## src/shared/alz_params.svh

```systemverilog
// Constants for the ambient-light zone backlight block: offsets, reset values, timing.
// Assumes a 20 MHz system clock and an 8-bit converter code for the sensing input.
// What this block does
// - Four 8-bit boundaries split input into five zones
// - Zone change ramps LED level, not one step
// - Config bit6 sense, bit5 group B, bit4 group A
// - Boundaries reset to 0x33, 0x66, 0x99, 0xcc
// - Boundary registers are 8-bit, read and write
// - Zone targets reset 0x19,0x33,0x4c,0x66,0x7f
// - Register 0x10 enables sinks; 0x3f lights six
// - Sense control 0x40 selects 400 ms averaging
// - Register 0x51 picks sense pulldown; 0x40 is 2.32k
// - Sample at 16 kHz, average whole period
// - Eight selectable averaging periods
// - Steady change acts within three averaging cycles
// - Stored starting reading is zone zero
// - Fractional zone average truncates downward
// - Decisions use the three latest averager outputs
// - Raise zone on up then up or rest
// - Lower zone on down then down or rest
// - Two moves adopt the latest averager zone
// - Averaging cycle free-running, unsynchronised to input
// - Config bit0 scales zone level by PWM duty
// - Status gives 3-bit zone and read-clear flag
// - Averaging code 000 is 25 ms, doubling to 3.2 s
`ifndef ALZ_PARAMS_SVH
`define ALZ_PARAMS_SVH

// Register offsets
`define ALZ_ADDR_LED_CTRL 8'h10
`define ALZ_ADDR_CONFIG 8'h20
`define ALZ_ADDR_ZONE_STAT 8'h40
`define ALZ_ADDR_SENSE_CTRL 8'h50
`define ALZ_ADDR_RES_SEL 8'h51
`define ALZ_ADDR_BOUND_BASE 8'h60
`define ALZ_ADDR_TARGET_BASE 8'h70
`define ALZ_ADDR_GRPA_BRT 8'ha0
`define ALZ_ADDR_GRPB_BRT 8'hb0

// Configuration bit positions
`define ALZ_CFG_SENSE_EN 6
`define ALZ_CFG_GRPB_EN 5
`define ALZ_CFG_GRPA_EN 4
`define ALZ_CFG_PWM_EN 0

// Reset values
`define ALZ_BOUND0_RST 8'h33
`define ALZ_BOUND1_RST 8'h66
`define ALZ_BOUND2_RST 8'h99
`define ALZ_BOUND3_RST 8'hcc
`define ALZ_TARGET0_RST 7'h19
`define ALZ_TARGET1_RST 7'h33
`define ALZ_TARGET2_RST 7'h4c
`define ALZ_TARGET3_RST 7'h66
`define ALZ_TARGET4_RST 7'h7f
`define ALZ_REVISION 2'h2 // Arbitrary value

// Timing
`define ALZ_CLK_HZ 20000000
`define ALZ_SAMPLE_HZ 16000
`define ALZ_SAMPLE_DIV 11'((`ALZ_CLK_HZ) / (`ALZ_SAMPLE_HZ))
`define ALZ_BASE_PERIOD_MS 25
`define ALZ_BASE_SAMPLES 16'((`ALZ_BASE_PERIOD_MS) * (`ALZ_SAMPLE_HZ) / 1000)
`define ALZ_RAMP_STEP_US 100
`define ALZ_RAMP_DIV 11'((`ALZ_CLK_HZ) / 1000000 * (`ALZ_RAMP_STEP_US))

`endif

```

## src/shared/alz_pkg.sv

```systemverilog
// Types shared by the ambient-light zone backlight block.
// Assumes the constants header is included by the design files.
package alz_pkg;
  // Serial port state
  typedef enum logic [3:0] {
    I2C_IDLE, I2C_DEV, I2C_DEV_ACK, I2C_PTR, I2C_PTR_ACK,
    I2C_WR, I2C_WR_ACK, I2C_RD, I2C_RD_ACK
  } alz_i2c_state_t;
  // Direction of the last averager step
  typedef enum logic [1:0] {TR_REST, TR_UP, TR_DOWN} alz_trend_t;
endpackage

```

## src/rtl/alz_i2c_slave.sv

```systemverilog
// I2C-compatible register port: device address, pointer byte, auto-increment.
// Assumes SCL and SDA come from pins; both pass two flip-flops before use.
`timescale 1ns/1ps
module alz_i2c_slave
  import alz_pkg::*;
#(
  parameter logic [6:0] DEV_ADDR = 7'h36 // Arbitrary value
) (
  // Clock and reset
  input wire logic clk,
  input wire logic sys_rst,
  // Bus pins
  input wire logic scl_in,
  input wire logic sda_in,
  output logic sda_out,
  output logic sda_oe,
  // Register side
  output logic [7:0] reg_addr,
  output logic [7:0] reg_wdata,
  output logic reg_wr_stb,
  output logic reg_rd_stb,
  input wire logic [7:0] reg_rdata
);
  logic scl_s1, scl_s2, scl_d; // SCL synchroniser and delay
  logic sda_s1, sda_s2, sda_d; // SDA synchroniser and delay
  logic scl_rise, scl_fall, bus_start, bus_stop;
  alz_i2c_state_t state_reg;
  logic [3:0] bit_cnt_reg; // Bits seen in this byte
  logic [7:0] shift_reg; // Byte being received or sent
  logic read_reg; // Read direction latched from address byte

  // Pin synchronisers
  always_ff @(posedge clk) begin
    if (sys_rst) begin
      {scl_s1, scl_s2, scl_d} <= 3'h7;
      {sda_s1, sda_s2, sda_d} <= 3'h7;
    end else begin
      {scl_s1, scl_s2, scl_d} <= {scl_in, scl_s1, scl_s2};
      {sda_s1, sda_s2, sda_d} <= {sda_in, sda_s1, sda_s2};
    end
  end

  assign scl_rise = scl_s2 & ~scl_d;
  assign scl_fall = ~scl_s2 & scl_d;
  assign bus_start = scl_s2 & scl_d & sda_d & ~sda_s2;
  assign bus_stop = scl_s2 & scl_d & ~sda_d & sda_s2;

  // Open drain: only ever pulls low
  always_ff @(posedge clk) begin
    sda_out <= 1'b0;
  end

  // Protocol engine; SDA changes only after SCL falls
  always_ff @(posedge clk) begin
    reg_wr_stb <= 1'b0;
    reg_rd_stb <= 1'b0;
    if (sys_rst || bus_stop) begin
      state_reg <= I2C_IDLE;
      sda_oe <= 1'b0;
      bit_cnt_reg <= 4'h0;
      if (sys_rst) begin
        shift_reg <= 8'h00;
        read_reg <= 1'b0;
        reg_addr <= 8'h00;
        reg_wdata <= 8'h00;
      end
    end else if (bus_start) begin
      // Start or repeated start
      state_reg <= I2C_DEV;
      sda_oe <= 1'b0;
      bit_cnt_reg <= 4'h0;
    end else begin
      unique case (state_reg)
        I2C_IDLE: begin
        end
        I2C_DEV, I2C_PTR, I2C_WR: begin
          if (scl_rise) begin
            shift_reg <= {shift_reg[6:0], sda_s2};
            bit_cnt_reg <= bit_cnt_reg + 4'h1;
          end else if (scl_fall && bit_cnt_reg == 4'h8) begin
            bit_cnt_reg <= 4'h0;
            sda_oe <= 1'b1;
            if (state_reg == I2C_DEV) begin
              // Ignore other devices' traffic
              if (shift_reg[7:1] == DEV_ADDR) begin
                read_reg <= shift_reg[0];
                state_reg <= I2C_DEV_ACK;
              end else begin
                sda_oe <= 1'b0;
                state_reg <= I2C_IDLE;
              end
            end else if (state_reg == I2C_PTR) begin
              reg_addr <= shift_reg;
              state_reg <= I2C_PTR_ACK;
            end else begin
              reg_wdata <= shift_reg;
              reg_wr_stb <= 1'b1;
              state_reg <= I2C_WR_ACK;
            end
          end
        end
        I2C_DEV_ACK, I2C_PTR_ACK, I2C_WR_ACK: begin
          if (scl_fall) begin
            sda_oe <= 1'b0;
            if (state_reg == I2C_WR_ACK) begin
              reg_addr <= reg_addr + 8'h01;
            end
            if (state_reg == I2C_DEV_ACK && read_reg) begin
              // First read byte loads now; read side effects fire here
              shift_reg <= reg_rdata;
              reg_rd_stb <= 1'b1;
              sda_oe <= ~reg_rdata[7];
              state_reg <= I2C_RD;
            end else begin
              state_reg <= (state_reg == I2C_DEV_ACK) ? I2C_PTR : I2C_WR;
            end
          end
        end
        I2C_RD: begin
          if (scl_rise) begin
            bit_cnt_reg <= bit_cnt_reg + 4'h1;
          end else if (scl_fall) begin
            if (bit_cnt_reg == 4'h8) begin
              // Release for the master's acknowledge
              sda_oe <= 1'b0;
              bit_cnt_reg <= 4'h0;
              state_reg <= I2C_RD_ACK;
            end else begin
              shift_reg <= {shift_reg[6:0], 1'b0};
              sda_oe <= ~shift_reg[6];
            end
          end
        end
        I2C_RD_ACK: begin
          if (scl_rise) begin
            if (sda_s2) begin
              state_reg <= I2C_IDLE;
            end else begin
              reg_addr <= reg_addr + 8'h01;
            end
          end else if (scl_fall) begin
            shift_reg <= reg_rdata;
            reg_rd_stb <= 1'b1;
            sda_oe <= ~reg_rdata[7];
            state_reg <= I2C_RD;
          end
        end
      endcase
    end
  end
endmodule

```

## src/rtl/alz_backlight_zone.sv

```systemverilog
// Ambient-light zone logic: averager, discriminator, level ramp, PWM scaling, registers.
// Assumes an external converter delivers an 8-bit code and registers arrive over I2C.
`timescale 1ns/1ps
`include "alz_params.svh"
module alz_backlight_zone
  import alz_pkg::*;
(
  // Clock and reset
  input wire logic clk,
  input wire logic sys_rst,
  // Register port pins
  input wire logic scl_in,
  input wire logic sda_in,
  output logic sda_out,
  output logic sda_oe,
  // Sensing input, converter code
  input wire logic [7:0] ambient_code,
  // External duty-cycle input
  input wire logic pwm_in,
  // Analog front end and sink controls
  output logic [3:0] sense_res_sel,
  output logic [7:0] sink_enable,
  output logic [6:0] main_group_level,
  output logic [6:0] secondary_group_level,
  output logic [2:0] current_zone
);
  // Register port wiring
  logic [7:0] bus_addr, bus_wdata, bus_rdata;
  logic bus_wr, bus_rd;
  // Software-visible storage
  logic [7:0] led_ctrl_reg, config_reg, sense_ctrl_reg, res_sel_reg;
  logic [7:0] bound_reg [0:3];
  logic [6:0] target_reg [0:4];
  logic [6:0] grpa_brt_reg, grpb_brt_reg;
  logic flag_reg; // Zone transition flag
  // Converter code synchroniser
  logic [7:0] code_s1, code_s2;
  // Sample divider and averager
  logic [10:0] sample_div_reg;
  logic sample_tick;
  logic [15:0] sample_cnt_reg; // Samples in this period
  logic [17:0] sum_reg; // Zone index sum
  logic [17:0] avg_sum_reg; // Sum of finished period
  logic [2:0] avg_code_reg; // Period code the sum belongs to
  logic avg_done_reg;
  logic [15:0] period_samples;
  logic [2:0] sample_zone, avg_zone;
  logic [17:0] avg_scaled;
  // Discriminator
  logic [2:0] last_avg_reg, zone_reg;
  alz_trend_t trend_reg, trend_now;
  // Ramp and duty
  logic [10:0] ramp_div_reg;
  logic ramp_tick;
  logic [6:0] ramp_reg;
  logic pwm_s1, pwm_s2;
  logic [11:0] win_cnt_reg;
  logic [12:0] hi_cnt_reg;
  logic [7:0] duty_reg; // 0..128 of full scale
  logic [14:0] scaled_prod;
  logic sense_en, zone_a, zone_b;

  alz_i2c_slave u_port (
    .clk(clk),
    .sys_rst(sys_rst),
    .scl_in(scl_in),
    .sda_in(sda_in),
    .sda_out(sda_out),
    .sda_oe(sda_oe),
    .reg_addr(bus_addr),
    .reg_wdata(bus_wdata),
    .reg_wr_stb(bus_wr),
    .reg_rd_stb(bus_rd),
    .reg_rdata(bus_rdata)
  );

  // Boundary slot decode, shared by read and write
  function automatic logic is_bound(input logic [7:0] a);
    return a[7:2] == 6'(`ALZ_ADDR_BOUND_BASE >> 2);
  endfunction
  // Target slot decode, five slots from the base
  function automatic logic is_target(input logic [7:0] a);
    return a >= `ALZ_ADDR_TARGET_BASE && a <= `ALZ_ADDR_TARGET_BASE + 8'h04;
  endfunction
  // Reset value of each boundary
  function automatic logic [7:0] bound_rst(input int i);
    case (i)
      0: return `ALZ_BOUND0_RST;
      1: return `ALZ_BOUND1_RST;
      2: return `ALZ_BOUND2_RST;
      default: return `ALZ_BOUND3_RST;
    endcase
  endfunction
  // Reset value of each zone target
  function automatic logic [6:0] target_rst(input int i);
    case (i)
      0: return `ALZ_TARGET0_RST;
      1: return `ALZ_TARGET1_RST;
      2: return `ALZ_TARGET2_RST;
      3: return `ALZ_TARGET3_RST;
      default: return `ALZ_TARGET4_RST;
    endcase
  endfunction

  assign sense_en = config_reg[`ALZ_CFG_SENSE_EN];
  assign zone_a = sense_en & config_reg[`ALZ_CFG_GRPA_EN];
  assign zone_b = sense_en & config_reg[`ALZ_CFG_GRPB_EN];

  // Plain control registers
  always_ff @(posedge clk) begin
    if (sys_rst) begin
      led_ctrl_reg <= 8'h00;
      config_reg <= 8'h00;
      sense_ctrl_reg <= 8'h00;
      res_sel_reg <= 8'h00;
      grpa_brt_reg <= 7'h00;
      grpb_brt_reg <= 7'h00;
    end else if (bus_wr) begin
      if (bus_addr == `ALZ_ADDR_LED_CTRL) led_ctrl_reg <= bus_wdata;
      if (bus_addr == `ALZ_ADDR_CONFIG) config_reg <= bus_wdata;
      // averaging code write; low bits are fixed
      if (bus_addr == `ALZ_ADDR_SENSE_CTRL) sense_ctrl_reg <= {bus_wdata[7:4], 4'h0};
      if (bus_addr == `ALZ_ADDR_RES_SEL) res_sel_reg <= {bus_wdata[7:4], 4'h0};
      if (bus_addr == `ALZ_ADDR_GRPA_BRT) grpa_brt_reg <= bus_wdata[6:0];
      if (bus_addr == `ALZ_ADDR_GRPB_BRT) grpb_brt_reg <= bus_wdata[6:0];
    end
  end

  // Boundary and target tables
  always_ff @(posedge clk) begin
    if (sys_rst) begin
      for (int i = 0; i < 4; i++) bound_reg[i] <= bound_rst(i);
      for (int i = 0; i < 5; i++) target_reg[i] <= target_rst(i);
    end else if (bus_wr) begin
      if (is_bound(bus_addr)) bound_reg[bus_addr[1:0]] <= bus_wdata;
      if (is_target(bus_addr)) target_reg[bus_addr[2:0]] <= bus_wdata[6:0];
    end
  end

  // Read mux; unmapped offsets read zero
  always_comb begin
    bus_rdata = 8'h00;
    if (is_bound(bus_addr)) begin
      bus_rdata = bound_reg[bus_addr[1:0]];
    end else if (is_target(bus_addr)) begin
      // Top bit of a target always reads one
      bus_rdata = {1'b1, target_reg[bus_addr[2:0]]};
    end else begin
      case (bus_addr)
        `ALZ_ADDR_LED_CTRL: bus_rdata = led_ctrl_reg;
        `ALZ_ADDR_CONFIG: bus_rdata = config_reg;
        `ALZ_ADDR_ZONE_STAT: bus_rdata = {4'hf, flag_reg, zone_reg};
        `ALZ_ADDR_SENSE_CTRL: bus_rdata = {sense_ctrl_reg[7:4], 2'h0, `ALZ_REVISION};
        `ALZ_ADDR_RES_SEL: bus_rdata = res_sel_reg;
        `ALZ_ADDR_GRPA_BRT: bus_rdata = {1'b0, grpa_brt_reg};
        `ALZ_ADDR_GRPB_BRT: bus_rdata = {1'b0, grpb_brt_reg};
        default: bus_rdata = 8'h00;
      endcase
    end
  end

  // Transition flag; a change in the read cycle keeps the flag set
  always_ff @(posedge clk) begin
    if (sys_rst) begin
      flag_reg <= 1'b0;
    end else if (avg_done_reg && zone_reg != avg_zone && trend_reg != TR_REST &&
                 trend_now != (trend_reg == TR_UP ? TR_DOWN : TR_UP)) begin
      flag_reg <= 1'b1;
    end else if (bus_rd && bus_addr == `ALZ_ADDR_ZONE_STAT) begin
      flag_reg <= 1'b0;
    end
  end

  // Converter code synchroniser
  always_ff @(posedge clk) begin
    if (sys_rst) begin
      code_s1 <= 8'h00;
      code_s2 <= 8'h00;
    end else begin
      code_s1 <= ambient_code;
      code_s2 <= code_s1;
    end
  end

  // 16 kHz sample enable, free running
  always_ff @(posedge clk) begin
    if (sys_rst || sample_div_reg == `ALZ_SAMPLE_DIV - 11'd1) sample_div_reg <= 11'd0;
    else sample_div_reg <= sample_div_reg + 11'd1;
  end
  assign sample_tick = sample_div_reg == `ALZ_SAMPLE_DIV - 11'd1;

  // zone of one sample against four boundaries
  always_comb begin
    sample_zone = 3'd4;
    for (int i = 3; i >= 0; i--) begin
      if (code_s2 < bound_reg[i]) sample_zone = 3'(i);
    end
  end

  // period doubles per code step from 25 ms
  assign period_samples = `ALZ_BASE_SAMPLES << sense_ctrl_reg[6:4];

  // Averager: sums zone indices over whole period
  always_ff @(posedge clk) begin
    avg_done_reg <= 1'b0;
    if (sys_rst || !sense_en) begin
      sample_cnt_reg <= 16'd0;
      sum_reg <= 18'd0;
      if (sys_rst) begin
        avg_sum_reg <= 18'd0;
        avg_code_reg <= 3'd0;
      end
    end else if (sample_tick) begin
      if (sample_cnt_reg >= period_samples - 16'd1) begin
        avg_sum_reg <= sum_reg + 18'(sample_zone);
        avg_code_reg <= sense_ctrl_reg[6:4];
        avg_done_reg <= 1'b1;
        sample_cnt_reg <= 16'd0;
        sum_reg <= 18'd0;
      end else begin
        sample_cnt_reg <= sample_cnt_reg + 16'd1;
        sum_reg <= sum_reg + 18'(sample_zone);
      end
    end
  end

  // floor division by the sample count
  assign avg_scaled = avg_sum_reg >> avg_code_reg;
  always_comb begin
    if (avg_scaled >= 18'(4 * `ALZ_BASE_SAMPLES)) avg_zone = 3'd4;
    else if (avg_scaled >= 18'(3 * `ALZ_BASE_SAMPLES)) avg_zone = 3'd3;
    else if (avg_scaled >= 18'(2 * `ALZ_BASE_SAMPLES)) avg_zone = 3'd2;
    else if (avg_scaled >= 18'(`ALZ_BASE_SAMPLES)) avg_zone = 3'd1;
    else avg_zone = 3'd0;
  end

  // Step of the newest result against the one before
  always_comb begin
    if (avg_zone > last_avg_reg) trend_now = TR_UP;
    else if (avg_zone < last_avg_reg) trend_now = TR_DOWN;
    else trend_now = TR_REST;
  end

  // Discriminator: two confirming results needed before a move
  always_ff @(posedge clk) begin
    if (sys_rst) begin
      last_avg_reg <= 3'd0;
      zone_reg <= 3'd0;
      trend_reg <= TR_REST;
    end else if (avg_done_reg) begin
      last_avg_reg <= avg_zone;
      trend_reg <= trend_now;
      if (trend_reg == TR_UP && trend_now != TR_DOWN) zone_reg <= avg_zone;
      if (trend_reg == TR_DOWN && trend_now != TR_UP) zone_reg <= avg_zone;
    end
  end

  // Ramp step enable
  always_ff @(posedge clk) begin
    if (sys_rst || ramp_tick) ramp_div_reg <= 11'd0;
    else ramp_div_reg <= ramp_div_reg + 11'd1;
  end
  assign ramp_tick = ramp_div_reg == `ALZ_RAMP_DIV - 11'd1;

  // one code per step toward the zone target
  always_ff @(posedge clk) begin
    if (sys_rst) begin
      ramp_reg <= `ALZ_TARGET0_RST;
    end else if (ramp_tick) begin
      if (ramp_reg < target_reg[zone_reg]) ramp_reg <= ramp_reg + 7'd1;
      else if (ramp_reg > target_reg[zone_reg]) ramp_reg <= ramp_reg - 7'd1;
    end
  end

  // Duty measurement over 4096-cycle windows
  always_ff @(posedge clk) begin
    if (sys_rst) begin
      pwm_s1 <= 1'b0;
      pwm_s2 <= 1'b0;
      win_cnt_reg <= 12'h000;
      hi_cnt_reg <= 13'h0000;
      duty_reg <= 8'h80;
    end else begin
      pwm_s1 <= pwm_in;
      pwm_s2 <= pwm_s1;
      win_cnt_reg <= win_cnt_reg + 12'h001;
      if (win_cnt_reg == 12'hfff) begin
        duty_reg <= 8'((hi_cnt_reg + 13'(pwm_s2)) >> 5);
        hi_cnt_reg <= 13'h0000;
      end else begin
        hi_cnt_reg <= hi_cnt_reg + 13'(pwm_s2);
      end
    end
  end

  assign scaled_prod = 15'(ramp_reg) * 15'(duty_reg);

  // Output drivers
  always_ff @(posedge clk) begin
    if (sys_rst) begin
      main_group_level <= 7'h00;
      secondary_group_level <= 7'h00;
      sink_enable <= 8'h00;
      sense_res_sel <= 4'h0;
      current_zone <= 3'd0;
    end else begin
      // ordinary brightness when not zone driven
      main_group_level <= !zone_a ? grpa_brt_reg :
                          config_reg[`ALZ_CFG_PWM_EN] ? scaled_prod[13:7] : ramp_reg;
      secondary_group_level <= !zone_b ? grpb_brt_reg :
                               config_reg[`ALZ_CFG_PWM_EN] ? scaled_prod[13:7] : ramp_reg;
      sink_enable <= led_ctrl_reg;
      sense_res_sel <= res_sel_reg[7:4];
      current_zone <= zone_reg;
    end
  end

  // Checks
  a_zone_range: assert property (@(posedge clk) disable iff (sys_rst) zone_reg <= 3'd4)
    else $error("zone code out of range");
  a_flag_on_move: assert property (@(posedge clk) disable iff (sys_rst)
    zone_reg != $past(zone_reg) |-> flag_reg)
    else $error("zone moved without flag");
  a_move_needs_pair: assert property (@(posedge clk) disable iff (sys_rst)
    zone_reg != $past(zone_reg) |-> $past(avg_done_reg) && $past(trend_reg) != TR_REST)
    else $error("zone moved without two results");
  a_move_to_latest: assert property (@(posedge clk) disable iff (sys_rst)
    zone_reg != $past(zone_reg) |-> zone_reg == last_avg_reg)
    else $error("zone not latest average");
  a_no_up_after_down: assert property (@(posedge clk) disable iff (sys_rst)
    avg_done_reg && trend_reg == TR_DOWN && trend_now == TR_UP |=> zone_reg == $past(zone_reg))
    else $error("zone moved on reversal");
  a_ramp_one_step: assert property (@(posedge clk) disable iff (sys_rst)
    ramp_reg != $past(ramp_reg) |-> $past(ramp_tick) &&
    (ramp_reg == $past(ramp_reg) + 7'd1 || ramp_reg == $past(ramp_reg) - 7'd1))
    else $error("ramp jumped");
  a_sample_spacing: assert property (@(posedge clk) disable iff (sys_rst)
    sample_tick |=> (!sample_tick) [*8])
    else $error("sample enable too dense");
  // Checked on the first edge after release, before any write can land
  a_bound_default: assert property (@(posedge clk)
    $past(sys_rst) && !sys_rst |-> bound_reg[0] == 8'h33 && bound_reg[3] == 8'hcc)
    else $error("boundary reset wrong");
  a_target_default: assert property (@(posedge clk)
    $past(sys_rst) && !sys_rst |-> target_reg[0] == 7'h19 && target_reg[4] == 7'h7f)
    else $error("target reset wrong");
  a_manual_level: assert property (@(posedge clk) disable iff (sys_rst)
    !zone_a ##1 !$past(sys_rst) |-> main_group_level == $past(grpa_brt_reg))
    else $error("manual level not followed");
  c_zone_move: cover property (@(posedge clk) disable iff (sys_rst) zone_reg != $past(zone_reg));
  c_flag_clear: cover property (@(posedge clk) disable iff (sys_rst) $fell(flag_reg));
  c_pwm_scale: cover property (@(posedge clk) disable iff (sys_rst)
    zone_a && config_reg[`ALZ_CFG_PWM_EN] && duty_reg < 8'h80);
endmodule

```

## config.mk

```make
export PLATFORM = sky130hd
export DESIGN_NAME = alz_backlight_zone
export DESIGN_NICKNAME = d
export VERILOG_FILES = /design/src/shared/alz_pkg.sv /design/src/rtl/alz_i2c_slave.sv /design/src/rtl/alz_backlight_zone.sv
export VERILOG_INCLUDE_DIRS = /design/src /design/src/shared
export SDC_FILE = /design/constraint.sdc
export NUM_CORES = 1
export LEC_CHECK = 0
export BUFFER_PORTS_ARGS = -buffer_cell sky130_fd_sc_hd__buf_2
export CORE_ASPECT_RATIO = 0.75
export CORE_MARGIN = 5
export CORE_UTILIZATION = 65
export CTS_BUF_LIST = sky130_fd_sc_hd__clkbuf_4 sky130_fd_sc_hd__clkbuf_8
export DETAILED_ROUTE_END_ITERATION = 10
export PLACE_DENSITY = 0.82
export SETUP_SLACK_MARGIN = 0.05
export SYNTH_ARGS = -nofsm -noshare
export SYNTH_HDL_FRONTEND = slang
export SYNTH_SLANG_ARGS = --single-unit
```

## constraint.sdc

```tcl
create_clock -name clk -period 5.95 [get_ports clk]
set_input_delay 0.8925 -clock clk [delete_from_list [all_inputs] [get_ports clk]]
set_output_delay 0.8925 -clock clk [all_outputs]
set_load 0.05 [all_outputs]
```

Yosys cells after proc, flatten, opt, wreduce, memory -nomap -nowiden
Memory sizes are Yosys's and may differ from the RTL's. A register that Yosys moved wholly into a read port is not among the register bits. Index checks and enable logic that the tools add are counted.

Memories: 2. Input bits: 13. Output and inout bits: 31. Register bits after elaboration: 254. Logic and storage cells: 359. Bits in writable memories: 67.

Reductions and logical operators: 54. $lt $le $gt $ge: 15. Add/subtract/negate cells: 11. Shift-type cells: 2. Muxes and demuxes: 141. Bitwise gates (word level): 18. Equal/unequal tests: 69. Multipliers: 1.

Memories: target_reg (words 5, width 7, rd ports 2, clocked after Yosys merged registers in 2, write ports 5, RTL line alz_backlight_zone.sv:33) `logic [6:0] target_reg [0:4];`; bound_reg (words 4, width 8, rd ports 5, clocked after Yosys merged registers in 1, write ports 4, RTL line alz_backlight_zone.sv:32) `logic [7:0] bound_reg [0:3];`.

Operators by type and width (count): $mux W8 (35); $mux W18 (5); $mux W7 (11); $mux W4 (16); $pmux W8 S7 (1); $ne A3 B1 Y1 const B (17); $mux W3 (16); $mux W1 (41); $ge A18 B11 Y1 const B (2); $lt A8 B8 Y1 (4); $pmux W8 S4 (1); $eq A8 B7 Y1 const B (3); $pmux W8 S3 (1); $add A11 B1 Y11 const B (2); $eq A11 B11 Y1 const B (2); $reduce_and A11 Y1 (2); $reduce_bool A2 Y1 (11); $add A18 B3 Y18 (1); $ge A18 B10 Y1 const B (1); $ge A18 B9 Y1 const B (1); $mux W2 (9); $ne A3 B3 Y1 const B (6); $reduce_and A9 Y1 (2); $shr A18 B3 Y18 (1); other kinds (58) (120).

Depth between registers and ports, before layout
Depth in word-level cells: 15. Depth in mapped cells: 21. Depth with buffers taken out: 21.

By module
Synthesis repeated with hierarchy kept, for this count alone.

Cell total of the unflattened synthesis: 1889. Area, all modules: 18676.7 sq um.

Modules (own cells, without submodules): alz_backlight_zone (sequential area each 7036.7 sq um, instances 1, area each 16284.4 sq um, cells each 1644); alz_i2c_slave (sequential area each 1091.0 sq um, instances 1, area each 2392.3 sq um, cells each 245).

Worst setup path before layout
OpenSTA, ideal clock, no wires.

Kind: register -> register. Start point: reg ramp_reg[6]. End point: reg main_group_level[6]. Data required time: 5.864 ns. Stages on the path, launching flop included: 18. Buffers on the path: 1. Clock period less this slack: 4.634 ns. Library setup time: 0.086 ns. Path slack: 1.316 ns. Data arrival time: 4.548 ns. Cells stage by stage: dfxtp_1 > clkbuf_1 > nand2_1 > fa_1 > fa_1 > inv_1 > fa_1 > inv_1 > fa_1 > inv_1 > ha_1 > a211oi_1 > nor2_1 > o41ai_1 > o21ai_1 > xnor2_1 > and2_1 > a211oi_1.

Longest elaborated chain between the ends: 3.

Ends and longest elaborated chain: from (decl) (RTL line alz_backlight_zone.sv:55) `logic [6:0] ramp_reg;`; from (signal assigned) (RTL line alz_backlight_zone.sv:268) `` ramp_reg <= `ALZ_TARGET0_RST; ``; from (signal assigned) (RTL line alz_backlight_zone.sv:270) `if (ramp_reg < target_reg[zone_reg]) ramp_reg <= ramp_reg + 7'd1;`; from (signal assigned) (RTL line alz_backlight_zone.sv:271) `else if (ramp_reg > target_reg[zone_reg]) ramp_reg <= ramp_reg - 7'd1;`; $mul A7 B8 Y14 (RTL line alz_backlight_zone.sv:296) `assign scaled_prod = 15'(ramp_reg) * 15'(duty_reg);`; $mux W7 * (RTL line alz_backlight_zone.sv:309) `` config_reg[`ALZ_CFG_PWM_EN] ? scaled_prod[13:7] : ramp_reg; ``; $mux W7 * (RTL line alz_backlight_zone.sv:308) `main_group_level <= !zone_a ? grpa_brt_reg :`; to (signal assigned) (RTL line alz_backlight_zone.sv:308); to (decl) (RTL line alz_backlight_zone.sv:23) `output logic [6:0] main_group_level,`.

Every way passes the cells marked *; elsewhere a longest branch is shown, timed or not. A chain may end at the register's enable or synchronous reset.

Worst setup path after layout
Start point: reg ramp_reg[5]. End point: reg main_group_level[6].

Longest elaborated chain between the ends: 3.

Ends and longest elaborated chain (RTL line): $mul A7 B8 Y14 (alz_backlight_zone.sv:296); $mux W7 (alz_backlight_zone.sv:309); $mux W7 (alz_backlight_zone.sv:308).

No other way between the ends.

==> flow_summary_export.csv <==
group,metric,value,unit
worst_setup_path,required,6470,ps
cts,tritoncts_num_sinks,344,
cts,clk_transition_reported_paths,60,ps
grt,antenna_violations_before_repair,1,
power_and_ir_drop,pwr_density_cell,251,nW/um2
grt,grt_pass1_wl,73000,um
detailed_routing,first_pass_iters,6,
final_layout,most-common-layout-cells,"nor2_1, dfxtp_1, nand2_1, edfxtp_1, ha_1",
power_and_ir_drop,leakagePower,8.14,nW
cts,cts_root_buf,"clkbuf_8",
final_layout,design.final.nets,2068,
floorplan,io-pin-count,44,
sta,slew-limit-headroom,11.4,%
sta,final-max-slew-violation-count,0,
detailed_routing,drtIter0Drc,1659,
yosys,synth.lib_cells_used.distinct,85,
floorplan,initial_core_util,65.5,%
worst_hold_path,worstHoldEndpoint,"u_port.scl_s2$_SDFF_PP1_",
worst_setup_path,cp_top_family,"adder cells",
cts,number_of_buffers_added_to_fix_hold_violations_after_cts,0,
worst_setup_path,worstPathMaxFanout,12,
sta,finalWorstPathRequiredPeriod,5100,ps
yosys,yosys_top_cell_by_area,"dfxtp_1",
final_layout,num_antenna_cells,0,
detailed_routing,route.antenna.remaining_nets,0,
cts,clock_path_buffers,3,
sta,worst_slew_pin_slew,1330,ps
yosys,dominantRegCellSynth,"dfxtp_1",
yosys,yosys-top-cells-area,"dfxtp_1, edfxtp_1, ha_1",
floorplan,dieArea,32600,um2
sta,finalCritPeriodShare,85.8,%
worst_hold_path,hold_path.startpoint,"u_port.scl_s1$_SDFF_PP1_",
worst_setup_path,timing.reg2reg.worst_path_depth,16,
cts,post_cts.repair.setup_buffers,0,
sta,setup_repair_after_global_routing_missed_its_margin,"no",
worst_setup_path,r2r-start,"ramp_reg[5]$_SDFFE_PP0P_",
floorplan,die_x,207,um
cts,cts_tree,"yes",
run_status,result_of_the_run,"completed",
detailed_routing,total_vias_in_the_final_route,14200,
worst_setup_path,critPathLaunchType,"register",
yosys,synthesis.area,18900,um2
worst_setup_path,cp.arrival,5630,ps
place,dp.final_hpwl,30700,um
worst_hold_path,number_of_cells_on_the_worst_hold_path,1,
worst_setup_path,worst_path_most_repeated_cell,"fa_1",
grt,grt_max_degree,92,
final_layout,syn_to_final_growth,8.73,%
worst_hold_path,hold_path.class,"reg2reg",
yosys,asyncSetResetFlopFracSynth,0,%
cts,cts.repair.resized,0,
sta,final.setup_skew,28.0,ps
flow_run,maxCapViolations,0,
place,port_buffers,42,
yosys,yosysSeqAreaShare,43.4,%
worst_setup_path,timing.critical_path.slowest_stage_cell,"dfxtp_1",
grt,grt.total_usage,27.8,%
yosys,synth_enable_flop_cells,130,
yosys,synth_seq_cells,344,
yosys,yosys_warnings,0,
final_layout,layout_commonest_cell,"nor2_1",
cts,cts_htree_levels,2,
yosys,synthCells,1907,
place,place_congestion,0.930,
floorplan,placement_rows,54,
floorplan,dieHeight,158,um
cts,clock_latency,620,ps
sta,timing.final.setup_violations,0,
worst_setup_path,critical_path_cell_sequence,"nand2_1, fa_1, fa_1, inv_1, fa_1, inv_1, fa_1, inv_1, ha_1, a211oi_1, nor2_1, o41ai_1, o21ai_1, xnor2_1, and2_1, a211oi_1",
yosys,synth_top_area_share,22.7,%
sta,aggregate_negative_setup_slack,0,ps
detailed_routing,postRouteWirelength,44400,um
power_and_ir_drop,final_total_pwr,5.15,mW
grt,gr-total-overflow,0,
worst_setup_path,cp.buffers_inverters,3,
power_and_ir_drop,irDropWorstVdd,0.000217,V
floorplan,floorplan.core_area,28900,um2
detailed_routing,post-route-drc-count,0,
detailed_routing,routed_wire_length_per_instance,18.8,um
yosys,syn-mean-instance-area,9.90,um2
sta,finalHoldViolations,0,
yosys,synth_nets,2057,
worst_setup_path,critical_path.endpoint_type,"register",
final_layout,number_of_flip_flops_in_the_largest_register,56,
worst_setup_path,setup.reg_to_reg.worst_slack,850,ps
cts,cts_made_buffers,53,
final_layout,finalCoreUtilization,71.2,%
worst_setup_path,critical-path-max-stage-delay,630,ps
worst_setup_path,timing.setup.critical_path_class,"reg2reg",
worst_setup_path,critical_path.reg2reg.endpoint,"main_group_level[6]$_SDFF_PP0_",
grt,first_global_vias,13700,
sta,clock.fmax,196,MHz
detailed_routing,vias_per_cell,6.02,
final_layout,final_layout_size_suffix_gt1_share,11.5,%
==> worst max-delay path by stage <==
stage | start | endpoint | slack, ps | depth (start not counted)
floorplan | ramp_reg[6]$_SDFFE_PP0P_ | main_group_level[6]$_SDFF_PP0_ | 1320 | 17
global placement | ramp_reg[6]$_SDFFE_PP0P_ | main_group_level[6]$_SDFF_PP0_ | 1110 | 16
detailed placement | ramp_reg[1]$_SDFFE_PP0P_ | main_group_level[6]$_SDFF_PP0_ | 930 | 17
CTS | ramp_reg[1]$_SDFFE_PP0P_ | main_group_level[6]$_SDFF_PP0_ | 880 | 17
global route | ramp_reg[5]$_SDFFE_PP0P_ | main_group_level[6]$_SDFF_PP0_ | 490 | 16
finish | ramp_reg[5]$_SDFFE_PP0P_ | main_group_level[6]$_SDFF_PP0_ | 850 | 16
==> layout make-up <==
class | instances | area, um2
tap | 392 | 490
clock buffer | 92 | 1150
inverter | 98 | 368
multi-input combinational | 1367 | 9920
clock inverter | 8 | 120
timing repair buffer | 54 | 303
fill | 2119 | 8320
sequential | 344 | 8190
==> power breakdown <==
group / leakage (nW) / total [mW] / switching [mW] / internal [mW]
combinational: 4.49 / 0.278 / 0.153 / 0.124
clock: 0.667 / 2.29 / 0.947 / 1.34
sequential: 2.98 / 2.58 / 0.0841 / 2.50
total: 8.14 / 5.15 / 1.18 / 3.96
==> cells by family (layout without fill, tap and decap cells) <==
| logic type | Yosys count | after routing | share of synthesized area [%] |
|---|---|---|---|
| other cells | 1 | 1 | 0.0199 |
| fa+ha+maj | 137 | 137 | 10.2 |
| xor+xnor | 98 | 98 | 4.54 |
| compound gates | 283 | 283 | 9.78 |
| buf+inv | 196 | 252 | 4.13 |
| simple gates | 736 | 736 | 19.3 |
| flops | 344 | 344 | 43.4 |
| mux | 112 | 112 | 8.60 |
==> metal layers <==
metal  vias to the layer above  GRT usage (%)  part of all wire (%)
li1                       6697              -                     -
met1                      6719           40.7                    44
met3                        92           6.10                    10
met2                       660           42.9                    44
met4                         0           6.61                   2.1
met5                         -              0                     0
==> metrics by stage <==
| stage | cells | hold slack, ps | cell area (um2) | setup slack (ps) |
|---|---|---|---|---|
| floorplan | 1907 | 389 | 18900 | 1320 |
| global placement | 2255 | 397 | 19300 | 1110 |
| detailed placement | 2255 | 397 | 19300 | 934 |
| CTS | 2355 | 413 | 20500 | 878 |
| global route | 2355 | 424 | 20500 | 491 |
| finish | 2355 | 408 | 20500 | 846 |
==> cells in the mapped netlist (all sizes together), types with 3 or more instances <==
| library cell | number |
|---|---|
| or2 | 16 |
| nand4 | 12 |
| o22a | 4 |
| mux4 | 37 |
| o22ai | 6 |
| nand2 | 133 |
| nor2b | 45 |
| inv | 98 |
| a221oi | 4 |
| nor4b | 3 |
| and4 | 5 |
| o21a | 6 |
| a31oi | 11 |
| dfxtp | 214 |
| a22oi | 3 |
| o32ai | 4 |
| a21oi | 99 |
| a21o | 19 |
| fa | 29 |
| nand2b | 42 |
| nand3b | 12 |
| ha | 108 |
| nor2 | 241 |
| buf | 25 |
| nor3b | 5 |
| xnor2 | 50 |
| nand3 | 58 |
| and2 | 80 |
| clkbuf | 73 |
| a311oi | 6 |
| o21ai | 48 |
| xor2 | 48 |
| o211ai | 10 |
| nor3 | 31 |
| a222oi | 3 |
| o21bai | 3 |
| and3 | 23 |
| mux2 | 17 |
| or3 | 16 |
| a211oi | 34 |
| edfxtp | 130 |
| a32o | 4 |
| nor4 | 6 |
| mux2i | 58 |
| a21boi | 3 |
No activity file was read; power rests on OpenSTA's default activity.
